**src/design/mcf_pkg.sv**
```systemverilog
package mcf_pkg;
	// register indices (word addresses)
	localparam logic [3:0] MCF_ADDR_FLAGS = 4'h0;
	localparam logic [3:0] MCF_ADDR_ERRCODE = 4'h1;
	localparam logic [3:0] MCF_ADDR_IRQ_STAT = 4'h2;
	localparam logic [3:0] MCF_ADDR_IRQ_MASK = 4'h3;
	localparam logic [3:0] MCF_ADDR_CTRL = 4'h4;
	localparam int MCF_AW = 4;
	localparam int MCF_DW = 32;
	// flag bit positions in the flags register
	localparam int MCF_B_PEER2_RST = 0;
	localparam int MCF_B_PEER3_RST = 1;
	localparam int MCF_B_PEER4_RST = 2;
	localparam int MCF_B_ERR1 = 3;
	localparam int MCF_B_ERR2 = 4;
	localparam int MCF_B_ERR3 = 5;
	localparam int MCF_B_ERR4 = 6;
	localparam int MCF_B_ONE = 7;
	localparam int MCF_B_ZERO = 8;
	localparam int MCF_B_READY = 9;
	localparam int MCF_B_TEST = 10;
	localparam int MCF_B_FSTOP = 11;
	localparam int MCF_B_SCOPE = 12;
	localparam int MCF_B_CAM_WRITE_COMMAND = 13;
	localparam int MCF_B_FSTOP_LATCH = 14;
	localparam int MCF_B_TEST_ERR = 15;
	localparam int MCF_B_MCPU_DOWN = 16;
	localparam int MCF_NFLAGS = 17;
	// interrupt event bits
	localparam int MCF_EV_DOWN = 0;
	localparam int MCF_EV_FSTOP = 1;
	localparam int MCF_EV_READY = 2;
	localparam int MCF_EV_PARAM_ERR = 3;
	localparam int MCF_EV_TEST_ERR = 4;
	localparam int MCF_NEV = 5;
	// control register bits
	localparam int MCF_C_HOST_READY = 0;
	localparam logic [15:0] MCF_DOWN_CODE = 16'h1B58;
	localparam logic [15:0] MCF_NO_CODE = 16'h0000;
	localparam logic [MCF_NEV-1:0] MCF_MASK_RST = '0;
endpackage : mcf_pkg

```
**src/design/mcf_flag_bank.sv**
```systemverilog
// What this block does
// RL1: peer resetting flags follow peer reset inputs
// RL2: peer reset forces multi-CPU-down, code 7000
// RL3: stop error flags follow CPU stop errors
// RL4: ready rise checks parameters, sets ready
// RL5: host ready low clears ready flag
// RL6: test request sets test or error flag
// RL7: forced stop flag mirrors input on each op cycle tick
// RL8: scope flag high while scope stopped
// RL9: cam flag high during cam commands
// RL10: forced stop latch set on detection
// RL11: latch cleared only by reset
// RL12: constant one and zero flags
`timescale 1ns/1ns
`default_nettype none
// three-stage synchroniser for one pin
module mcf_sync3 (
	input wire logic sys_clk,
	input wire logic rst,
	input wire logic pin_async,
	output logic level_q
);
	logic s1_q;
	logic s2_q;
	logic s3_q;

	// first stage, may go metastable
	always_ff @(posedge sys_clk or posedge rst) begin
		if (rst) begin
			s1_q <= 1'b0;
		end else begin
			s1_q <= pin_async;
		end
	end

	// second stage, only reader of the first
	always_ff @(posedge sys_clk or posedge rst) begin
		if (rst) begin
			s2_q <= 1'b0;
		end else begin
			s2_q <= s1_q;
		end
	end

	// third stage
	always_ff @(posedge sys_clk or posedge rst) begin
		if (rst) begin
			s3_q <= 1'b0;
		end else begin
			s3_q <= s2_q;
		end
	end

	// change accepted when stages 2 and 3 agree
	// filters a single-cycle disagreement
	always_ff @(posedge sys_clk or posedge rst) begin
		if (rst) begin
			level_q <= 1'b0;
		end else if (s2_q == s3_q) begin
			level_q <= s3_q;
		end
	end
endmodule : mcf_sync3

module mcf_flag_bank (
	input wire logic sys_clk,
	input wire logic rst,
	input wire logic [2:0] peer_reset_pin,
	input wire logic [3:0] cpu_stop_error,
	input wire logic op_cycle_tick,
	input wire logic param_check_done,
	input wire logic param_check_error,
	input wire logic test_request,
	input wire logic test_established,
	input wire logic forced_stop_pin,
	input wire logic scope_executing,
	input wire logic cam_write_command,
	input wire logic cam_open_area_write_command,
	input wire logic cam_autogen_command,
	input wire logic [mcf_pkg::MCF_AW-1:0] reg_addr,
	input wire logic [mcf_pkg::MCF_DW-1:0] reg_wdata,
	input wire logic reg_wr,
	input wire logic reg_rd,
	output logic [mcf_pkg::MCF_DW-1:0] reg_rdata,
	output logic param_check_start,
	output logic mcpu_down,
	output logic irq
);
	import mcf_pkg::*;

	typedef enum logic {
		MCF_CK_IDLE = 1'b0,
		MCF_CK_BUSY = 1'b1
	} mcf_check_t;

	wire logic [2:0] prst_q;
	wire logic fs_in_q;
	logic host_ready_q;
	logic host_ready_prev_q;
	mcf_check_t check_state_q;
	logic ready_q;
	logic test_q;
	logic test_err_q;
	logic fstop_q;
	logic latch_q;
	logic down_q;
	logic [15:0] errcode_q;
	logic [MCF_NEV-1:0] stat_q;
	logic [MCF_NEV-1:0] mask_q;
	logic [MCF_NEV-1:0] ev;
	logic [MCF_NFLAGS-1:0] flags;
	logic host_ready_rise;
	logic fs_rise;
	logic checking;
	logic check_ok;
	logic check_bad;
	logic ctrl_wr;
	logic stat_wr;
	logic mask_wr;

	// RL1: one synchroniser per peer reset pin
	for (genvar g = 0; g < $bits(peer_reset_pin); g++) begin : g_peer_sync
		mcf_sync3 i_sync (
			.sys_clk(sys_clk),
			.rst(rst),
			.pin_async(peer_reset_pin[g]),
			.level_q(prst_q[g])
		);
	end

	// RL10: forced stop pin synchroniser
	mcf_sync3 i_fs_sync (
		.sys_clk(sys_clk),
		.rst(rst),
		.pin_async(forced_stop_pin),
		.level_q(fs_in_q)
	);

	// register port write decodes
	assign ctrl_wr = reg_wr && (reg_addr == MCF_ADDR_CTRL);
	assign stat_wr = reg_wr && (reg_addr == MCF_ADDR_IRQ_STAT);
	assign mask_wr = reg_wr && (reg_addr == MCF_ADDR_IRQ_MASK);

	// RL2: multi-CPU-down stop, sticky until reset
	always_ff @(posedge sys_clk or posedge rst) begin
		if (rst) begin
			down_q <= 1'b0;
		end else if (|prst_q) begin
			down_q <= 1'b1;
		end
	end

	// RL2: error code 7000 with the stop
	always_ff @(posedge sys_clk or posedge rst) begin
		if (rst) begin
			errcode_q <= MCF_NO_CODE;
		end else if (|prst_q) begin
			errcode_q <= MCF_DOWN_CODE;
		end
	end

	// host ready from control register
	always_ff @(posedge sys_clk or posedge rst) begin
		if (rst) begin
			host_ready_q <= 1'b0;
		end else if (ctrl_wr) begin
			host_ready_q <= reg_wdata[MCF_C_HOST_READY];
		end
	end

	always_ff @(posedge sys_clk or posedge rst) begin
		if (rst) begin
			host_ready_prev_q <= 1'b0;
		end else begin
			host_ready_prev_q <= host_ready_q;
		end
	end

	assign host_ready_rise = host_ready_q && !host_ready_prev_q;
	assign param_check_start = host_ready_rise;

	// RL4: check busy from ready rise to done
	always_ff @(posedge sys_clk or posedge rst) begin
		if (rst) begin
			check_state_q <= MCF_CK_IDLE;
		end else if (!host_ready_q) begin
			check_state_q <= MCF_CK_IDLE;
		end else begin
			unique case (check_state_q)
				MCF_CK_IDLE: begin
					if (host_ready_rise) begin
						check_state_q <= MCF_CK_BUSY;
					end
				end
				MCF_CK_BUSY: begin
					if (param_check_done) begin
						check_state_q <= MCF_CK_IDLE;
					end
				end
			endcase
		end
	end

	assign checking = (check_state_q == MCF_CK_BUSY);
	// RL4: outcome counts only while host ready holds
	assign check_ok = checking && param_check_done && !param_check_error &&
		host_ready_q;
	assign check_bad = checking && param_check_done && param_check_error &&
		host_ready_q;

	// RL4 RL5: ready flag set and clear
	always_ff @(posedge sys_clk or posedge rst) begin
		if (rst) begin
			ready_q <= 1'b0;
		end else if (!host_ready_q || host_ready_rise || check_bad) begin
			// RL5: host ready low clears
			ready_q <= 1'b0;
		end else if (check_ok) begin
			ready_q <= 1'b1;
		end
	end

	// RL6: test mode flag
	always_ff @(posedge sys_clk or posedge rst) begin
		if (rst) begin
			test_q <= 1'b0;
		end else if (test_request) begin
			test_q <= test_established;
		end
	end

	// RL6: test request error flag
	always_ff @(posedge sys_clk or posedge rst) begin
		if (rst) begin
			test_err_q <= 1'b0;
		end else if (test_request) begin
			test_err_q <= !test_established;
		end
	end

	// RL7: mirror forced stop on each op cycle tick
	always_ff @(posedge sys_clk or posedge rst) begin
		if (rst) begin
			fstop_q <= 1'b0;
		end else if (op_cycle_tick) begin
			fstop_q <= fs_in_q;
		end
	end

	// RL10: latch forced stop; RL11: reset clears
	always_ff @(posedge sys_clk or posedge rst) begin
		if (rst) begin
			latch_q <= 1'b0;
		end else if (fs_in_q) begin
			latch_q <= 1'b1;
		end
	end

	assign fs_rise = fs_in_q && !latch_q;

	// interrupt events
	always_comb begin
		ev = '0;
		ev[MCF_EV_DOWN] = |prst_q && !down_q;
		ev[MCF_EV_FSTOP] = fs_rise;
		ev[MCF_EV_READY] = check_ok;
		ev[MCF_EV_PARAM_ERR] = check_bad;
		ev[MCF_EV_TEST_ERR] = test_request && !test_established;
	end

	// sticky status, write one clears, set wins
	always_ff @(posedge sys_clk or posedge rst) begin
		if (rst) begin
			stat_q <= '0;
		end else if (stat_wr) begin
			stat_q <= (stat_q & ~reg_wdata[MCF_NEV-1:0]) | ev;
		end else begin
			stat_q <= stat_q | ev;
		end
	end

	always_ff @(posedge sys_clk or posedge rst) begin
		if (rst) begin
			mask_q <= MCF_MASK_RST;
		end else if (mask_wr) begin
			mask_q <= reg_wdata[MCF_NEV-1:0];
		end
	end

	assign irq = |(stat_q & mask_q);
	assign mcpu_down = down_q;

	// flag word
	always_comb begin
		flags = '0;
		flags[MCF_B_PEER2_RST] = prst_q[0];
		flags[MCF_B_PEER3_RST] = prst_q[1];
		flags[MCF_B_PEER4_RST] = prst_q[2];
		// RL3: stop error flags
		flags[MCF_B_ERR1] = cpu_stop_error[0];
		flags[MCF_B_ERR2] = cpu_stop_error[1];
		flags[MCF_B_ERR3] = cpu_stop_error[2];
		flags[MCF_B_ERR4] = cpu_stop_error[3];
		// RL12: constant flags
		flags[MCF_B_ONE] = 1'b1;
		flags[MCF_B_ZERO] = 1'b0;
		flags[MCF_B_READY] = ready_q;
		flags[MCF_B_TEST] = test_q;
		flags[MCF_B_FSTOP] = fstop_q;
		// RL8: high while scope stopped
		flags[MCF_B_SCOPE] = !scope_executing;
		// RL9: any cam command busy
		flags[MCF_B_CAM_WRITE_COMMAND] = cam_write_command ||
			cam_open_area_write_command || cam_autogen_command;
		flags[MCF_B_FSTOP_LATCH] = latch_q;
		flags[MCF_B_TEST_ERR] = test_err_q;
		flags[MCF_B_MCPU_DOWN] = down_q;
	end

	// read data one cycle after strobe
	always_ff @(posedge sys_clk or posedge rst) begin
		if (rst) begin
			reg_rdata <= '0;
		end else if (reg_rd) begin
			unique case (reg_addr)
				MCF_ADDR_FLAGS: reg_rdata <= MCF_DW'(flags);
				MCF_ADDR_ERRCODE: reg_rdata <= MCF_DW'(errcode_q);
				MCF_ADDR_IRQ_STAT: reg_rdata <= MCF_DW'(stat_q);
				MCF_ADDR_IRQ_MASK: reg_rdata <= MCF_DW'(mask_q);
				MCF_ADDR_CTRL: reg_rdata <= MCF_DW'(host_ready_q);
				default: reg_rdata <= '0;
			endcase
		end else begin
			reg_rdata <= '0;
		end
	end
endmodule : mcf_flag_bank
`default_nettype wire

```
**config.mk**
```make
export PLATFORM = sky130hd
export DESIGN_NAME = mcf_flag_bank
export DESIGN_NICKNAME = d
export VERILOG_FILES = /design/src/design/mcf_pkg.sv /design/src/design/mcf_flag_bank.sv
export SDC_FILE = /design/constraint.sdc
export NUM_CORES = 1
export LEC_CHECK = 0
export CAP_MARGIN = 20
export CORE_MARGIN = 1.5
export CORE_UTILIZATION = 30
export CTS_BUF_LIST = sky130_fd_sc_hd__clkbuf_16
export DETAILED_ROUTE_END_ITERATION = 8
export DONT_BUFFER_PORTS = 1
export MAX_ROUTING_LAYER = met4
export PLACE_DENSITY_LB_ADDON = 0.25
export SLEW_MARGIN = 20
export SYNTH_ARGS = -nofsm -noshare
export SYNTH_HDL_FRONTEND = slang
export SYNTH_SLANG_ARGS = --single-unit
export TNS_END_PERCENT = 1
```
**constraint.sdc**
```tcl
create_clock -name sys_clk -period 1.4 [get_ports sys_clk]
set_input_delay 0.14 -clock sys_clk [delete_from_list [all_inputs] [get_ports sys_clk]]
set_output_delay 0.14 -clock sys_clk [all_outputs]
set_load 0.005 [all_outputs]
```
* Word level (Yosys, flattened, before mapping)
Index checks and enable logic that the tools add are counted.
Word-level totals: bits in registers 68, input bits 57, logic and storage cells 79
Operators by class: equality and inequality tests 8, muxes and demuxes 9, bitwise operators 6, reductions and logical operators 27
Operators with widths (number):
- one-hot mux 17 bit (5 select lines) | 1
- 2-to-1 mux 32 bit | 1
- logical AND 1 bit | 12
- AND 5 bit | 2
- OR 5 bit | 2
- equality test 4 x 2 -> 1 bit, second input constant | 2
- logical NOT 1 bit | 7
- 2-to-1 mux 1 bit | 5
- 2-to-1 mux 5 bit | 1
- inverter 5 bit | 1
- OR reduction 5 bit | 1
- equality test 1 bit | 4
- equality test 4 x 1 -> 1 bit, second input constant | 1
- equality test 4 x 3 -> 1 bit, second input constant | 1
- logical NOT 4 bit | 1
- logical OR 1 bit | 4
- OR reduction 3 bit | 1
- one-hot mux 1 bit (2 select lines) | 1
- nonzero test 2 bit | 1
- inverter 1 bit | 1

* Longest topological paths before layout
word-level depth 5, depth in mapped cells 4

* Modules after synthesis
From an unflattened synthesis, not the netlist that was laid out.
Second synthesis, totals: cells, all modules 169, area, all modules 2099.5 um^2
Modules (own cells, without submodules):
- mcf_flag_bank | times used 1, cells each 145, area each 1639.1 um^2
- mcf_sync3 | times used 4, cells each 6, area each 115.1 um^2

* Least setup slack after synthesis
No wires, ideal clock.
path kind reg2reg, from reg mcpu_down (netlist name), to reg reg_rdata[6] (netlist name), setup time 0.118 ns, arrival 1.049 ns, data required time 1.282 ns, path slack 0.233 ns, cell stages (with the launch flop) 5, path buffers 1, cells stage by stage dfrtp_1 > and3b_1 > and3_2 > buf_2 > a21o_1
RTL lines:
- to (signal assigned) | RTL line mcf_flag_bank.sv:326 | MCF_ADDR_FLAGS: reg_rdata <= MCF_DW'(flags);
- to (signal assigned) | RTL line mcf_flag_bank.sv:327 | MCF_ADDR_ERRCODE: reg_rdata <= MCF_DW'(errcode_q);
- to (signal assigned) | RTL line mcf_flag_bank.sv:328 | MCF_ADDR_IRQ_STAT: reg_rdata <= MCF_DW'(stat_q);
- to (decl) | RTL line mcf_flag_bank.sv:84 | output logic [mcf_pkg::MCF_DW-1:0] reg_rdata,

* Final worst setup path
from reg stat_q[4], to out irq
Between the ends: longest elaborated chain between the ends 2
Ends and longest elaborated chain:
- from (decl) | RTL line mcf_flag_bank.sv:108 | logic [MCF_NEV-1:0] stat_q;
- from (signal assigned) | RTL line mcf_flag_bank.sv:276 | stat_q <= (stat_q & ~reg_wdata[MCF_NEV-1:0]) | ev;
- from (signal assigned) | RTL line mcf_flag_bank.sv:278 | stat_q <= stat_q | ev;
- AND 5 bit | RTL line mcf_flag_bank.sv:290 | assign irq = |(stat_q & mask_q);
- OR reduction 5 bit | RTL line mcf_flag_bank.sv:290
- to (decl) | RTL line mcf_flag_bank.sv:87 | output logic irq
Every way passes these cells.

==> results.txt <==
- Post-synth ARST share: 1.00
- After detailed routing, the total wire length is just under 4000 um.
* Worst reg2reg path endpoint: reg_rdata[9]$_DFF_PP0_
* Number of enable flip-flop cells after synthesis: 0
- Global router's overall resource usage: 0.110
* Crit path from: stat_q[4]$_DFF_PP0_
- For this run, the register share of the synthesized area comes to 0.614.
- For this design the ratio of total power to cell area is between 1000 and 1500 mW/mm^2.
* Clock tree sinks: 52
* Global placer's final weighted congestion: 0.797
- Number of design rule violations left after detail routing: 0
- First-pass GRT wire length: 6130 um
- Setup repair after global routing could not meet its margin everywhere.
- Number of maximum-capacitance constraint violations: 0
* Ratio of cells with drive above 1 in the final layout: 0.166
- Dividing the detail-routed wire length by the instance count gives about 14 um.
- Number of resized instances in the post-cts repair step: 0
- Worst Setup Path Type: reg -> out
- Across the VDD grid, the largest voltage drop is around 0.52 mV.
* Average cell area after synthesis: around 13 um^2
- Count of pins over their slew limit: 0
* Post-synthesis cell type count: 40
* Kind of start point of the critical path: flip-flop
- Ranked by instance count, the synthesized netlist is headed by sky130_fd_sc_hd__dfrtp_1 (52), sky130_fd_sc_hd__buf_4 (15), sky130_fd_sc_hd__mux2_2 (10).
- Start point of the worst hold path: reg_wdata[1]
- Maximum level of the CTS H-tree: 2
- Leading area contributor after synthesis: sky130_fd_sc_hd__dfrtp_1
- Maximum count of clock buffers along a single path: 2
- Number of port buffers: 0
- Largest driver fanout on the critical path: 2
* IO Count: ~90
- Crit path capture type: output pin
- At the later pin of the worst-skew pair, clock insertion delay measures between 0.2 and 0.3 ns.
* Final Cycle Share: 0.977
- Vias in the first global route: 1208
- Dividing the detail-routed via count by the number of cells gives approximately 4.4.
* Maximum number of pins on one net before global-route repair: 53
- Core area: between 0.006 and 0.007 mm^2
- Total of warnings raised by yosys: 0
- Arrival @ worst endpoint: approximately 1.2 ns
- Measured on the finished design, the core utilization comes to 0.365.
- The clock period could shrink to between 1 and 1.5 ns.
- Dominant register cell in the synthesized netlist: sky130_fd_sc_hd__dfrtp_1
- Final net count: 238
* Initial antenna violation count: 0
- Cell depth of the worst min-delay path: 1
- After synthesis, the cell types taking the most area are sky130_fd_sc_hd__dfrtp_1 (61%), sky130_fd_sc_hd__buf_4 (5.3%), sky130_fd_sc_hd__mux2_2 (5.3%).
* Die outline area: roughly 0.0076 mm^2
* Final global-route overflow total: 0
* Root Buffer Master: sky130_fd_sc_hd__clkbuf_16
- The synthesized design contains 52 register bits.
* Hold/Removal Path Class: in -> reg
- Depth of the worst register-to-register path: 3
- Die width: between 80 and 90 um
* Diode count: 0
- Number of violations reported at the end of detailed-routing iteration 0: 58
- The number of failing hold endpoints at the final stage came to 0.
* Inserted Clock Buffers: 5
* Run status: completed
* Clock Skew: 0.00223 ns
- The first detailed-routing pass took 4 iterations.
- By instance count, the leading cell after synthesis is sky130_fd_sc_hd__dfrtp_1.
- DPL Wire Length: approximately 2700 um
- Post-synthesis instance area: 0.00212 mm^2
* Static leakage: ~1.1 nW
- The initial utilization of the core area, before any placement, comes to 0.310.
- The routed layout has about 1200 vias.
- Of the post-synthesis cell area, the dominant cell type holds 0.614.
- Timing would allow up to ~0.73 GHz.
* Final setup vio count: 0
- Clock-pin slew was measured on the worst setup and hold paths at 0.06 ns.
- Die Span Y: roughly 87 um
* Number of core rows: 30
- For hold timing, the worst endpoint is mask_q[1]$_DFFE_PP0P_.
* Syn-to-layout area delta: 17.6%
- Count of antenna-violating nets left after detailed routing: 0
- TritonCTS clock tree: yes
- Data required time at the worst endpoint: around 1.3 ns
* Tightest hold margin: 0.00806 ns
* Start of the worst register-to-register path: mcpu_down$_DFFE_PP0N_
* Post-synthesis cell count: roughly 160
- Across all register-to-register paths, the minimum setup slack is about 0.19 ns.
==> how the worst max path moves through the flow <==
| stage | to | slack [ns] | cells after the start |
|---|---|---|---|
| final | irq | 0.03 | 2 |
| after global placement | reg_rdata[9]$_DFF_PP0_ | 0.23 | 3 |
| after global routing | irq | -0.02 | 2 |
| after CTS | irq | -0.003 | 2 |
| after detailed placement | reg_rdata[9]$_DFF_PP0_ | 0.21 | 3 |
| after floorplan | check_state_q$_DFF_PP0_ | 0.002 | 1 |
==> timing repair <==
| action | in CTS | in global routing |
|---|---|---|
| setup endpoints to repair | 1 | 1 |
| pin swaps | 2 | 2 |
| setup buffers | 1 | 1 |
| hold endpoints to repair | 62 | 4 |
| hold buffers | 13 | 4 |
==> sequential cells by signal, summed over array words and instances, names as in the netlist, 3 cells and up <==
signal and cells:
g_peer_sync.i_sync.s1_q 3, mask_q 5, g_peer_sync.i_sync.level_q 3, stat_q 5, g_peer_sync.i_sync.s3_q 3, g_peer_sync.i_sync.s2_q 3, reg_rdata 17
==> placed cells by master, fill, tap and decap left out, types with 2 or more instances in the layout <==
cell type,Yosys,layout
sky130_fd_sc_hd__and2_1,6,6
sky130_fd_sc_hd__and3b_1,3,3
sky130_fd_sc_hd__nor3_1,2,2
sky130_fd_sc_hd__a21o_1,6,6
sky130_fd_sc_hd__a22oi_1,5,5
sky130_fd_sc_hd__buf_4,15,3
sky130_fd_sc_hd__clkbuf_16,0,5
sky130_fd_sc_hd__mux2_2,10,10
sky130_fd_sc_hd__maj3_1,4,4
sky130_fd_sc_hd__inv_1,6,6
sky130_fd_sc_hd__o21ai_0,3,3
sky130_fd_sc_hd__nand2_1,3,3
sky130_fd_sc_hd__nor2_1,4,4
sky130_fd_sc_hd__a21oi_1,4,4
sky130_fd_sc_hd__nand2b_1,2,2
sky130_fd_sc_hd__o22ai_1,2,2
sky130_fd_sc_hd__nor2b_1,3,3
sky130_fd_sc_hd__dlygate4sd3_1,0,17
sky130_fd_sc_hd__nand3b_1,3,3
sky130_fd_sc_hd__a221o_1,2,2
sky130_fd_sc_hd__dfrtp_1,52,52
sky130_fd_sc_hd__conb_1,1,15
==> critical path, cell delays in order (launching register included) <==
cell	delay (ns)
sky130_fd_sc_hd__dfrtp_1	0.39
sky130_fd_sc_hd__a222oi_1	0.40
sky130_fd_sc_hd__nand2_1	0.16
==> report_power, final <==
group / leakage (nW) / internal, W / total [W] / switching [W]
combinational: 0.433 / 0.000172 / 0.000299 / 0.000127
clock: 0.0709 / 0.000642 / 0.00112 / 0.000474
sequential: 0.635 / 0.00162 / 0.00171 / 0.0000851
==> layout make-up <==
| cell class | count | area (um^2) |
|---|---|---|
| clock buffer | 5 | 125 |
| clock inverter | 2 | 8.76 |
| fill | 689 | 4340 |
| inverter | 6 | 22.5 |
| multi-input combinational | 95 | 704 |
| sequential | 52 | 1300 |
| tap | 96 | 120 |
| timing repair buffer | 21 | 213 |
==> stage by stage <==
stage | setup slack (ns) | instances | area [um^2] | setup TNS (ns) | power, W
after floorplan | 0.00212 | 172 | 2170 | 0 | 0.00196
after global placement | 0.230 | 251 | 2180 | 0 | 0.00199
after detailed placement | 0.209 | 251 | 2180 | 0 | 0.00200
after CTS | -0.00275 | 272 | 2450 | -0.00275 | 0.00316
after global routing | -0.0183 | 277 | 2490 | -0.0183 | 0.00329
final | 0.0325 | 277 | 2490 | 0 | 0.00312
==> cell families (layout without fill, tap and decap cells) <==
kind of cell	count (synthesis)	after routing	share of synthesized area
adders and majority gates	4	4	0.0189
and+or+nand+nor	37	37	0.133
AOI/OAI and AO/OA	28	28	0.0956
muxes	11	11	0.0578
DFF	52	52	0.614
buffers and inverters	25	34	0.0791
other	1	15	0.00177
==> layer usage <==
layer | wire, um | share of wire | vias up | global-route usage
met3 | 382 | 0.099 | 2 | 0.0540
met4 | 21 | 0.0055 | 0 | 0.0352
met1 | 1680 | 0.44 | 597 | 0.132
li1 | - | - | 575 | -
met5 | 0 | 0 | - | -
met2 | 1760 | 0.46 | 55 | 0.162
Power figures use the tool's default switching activity.
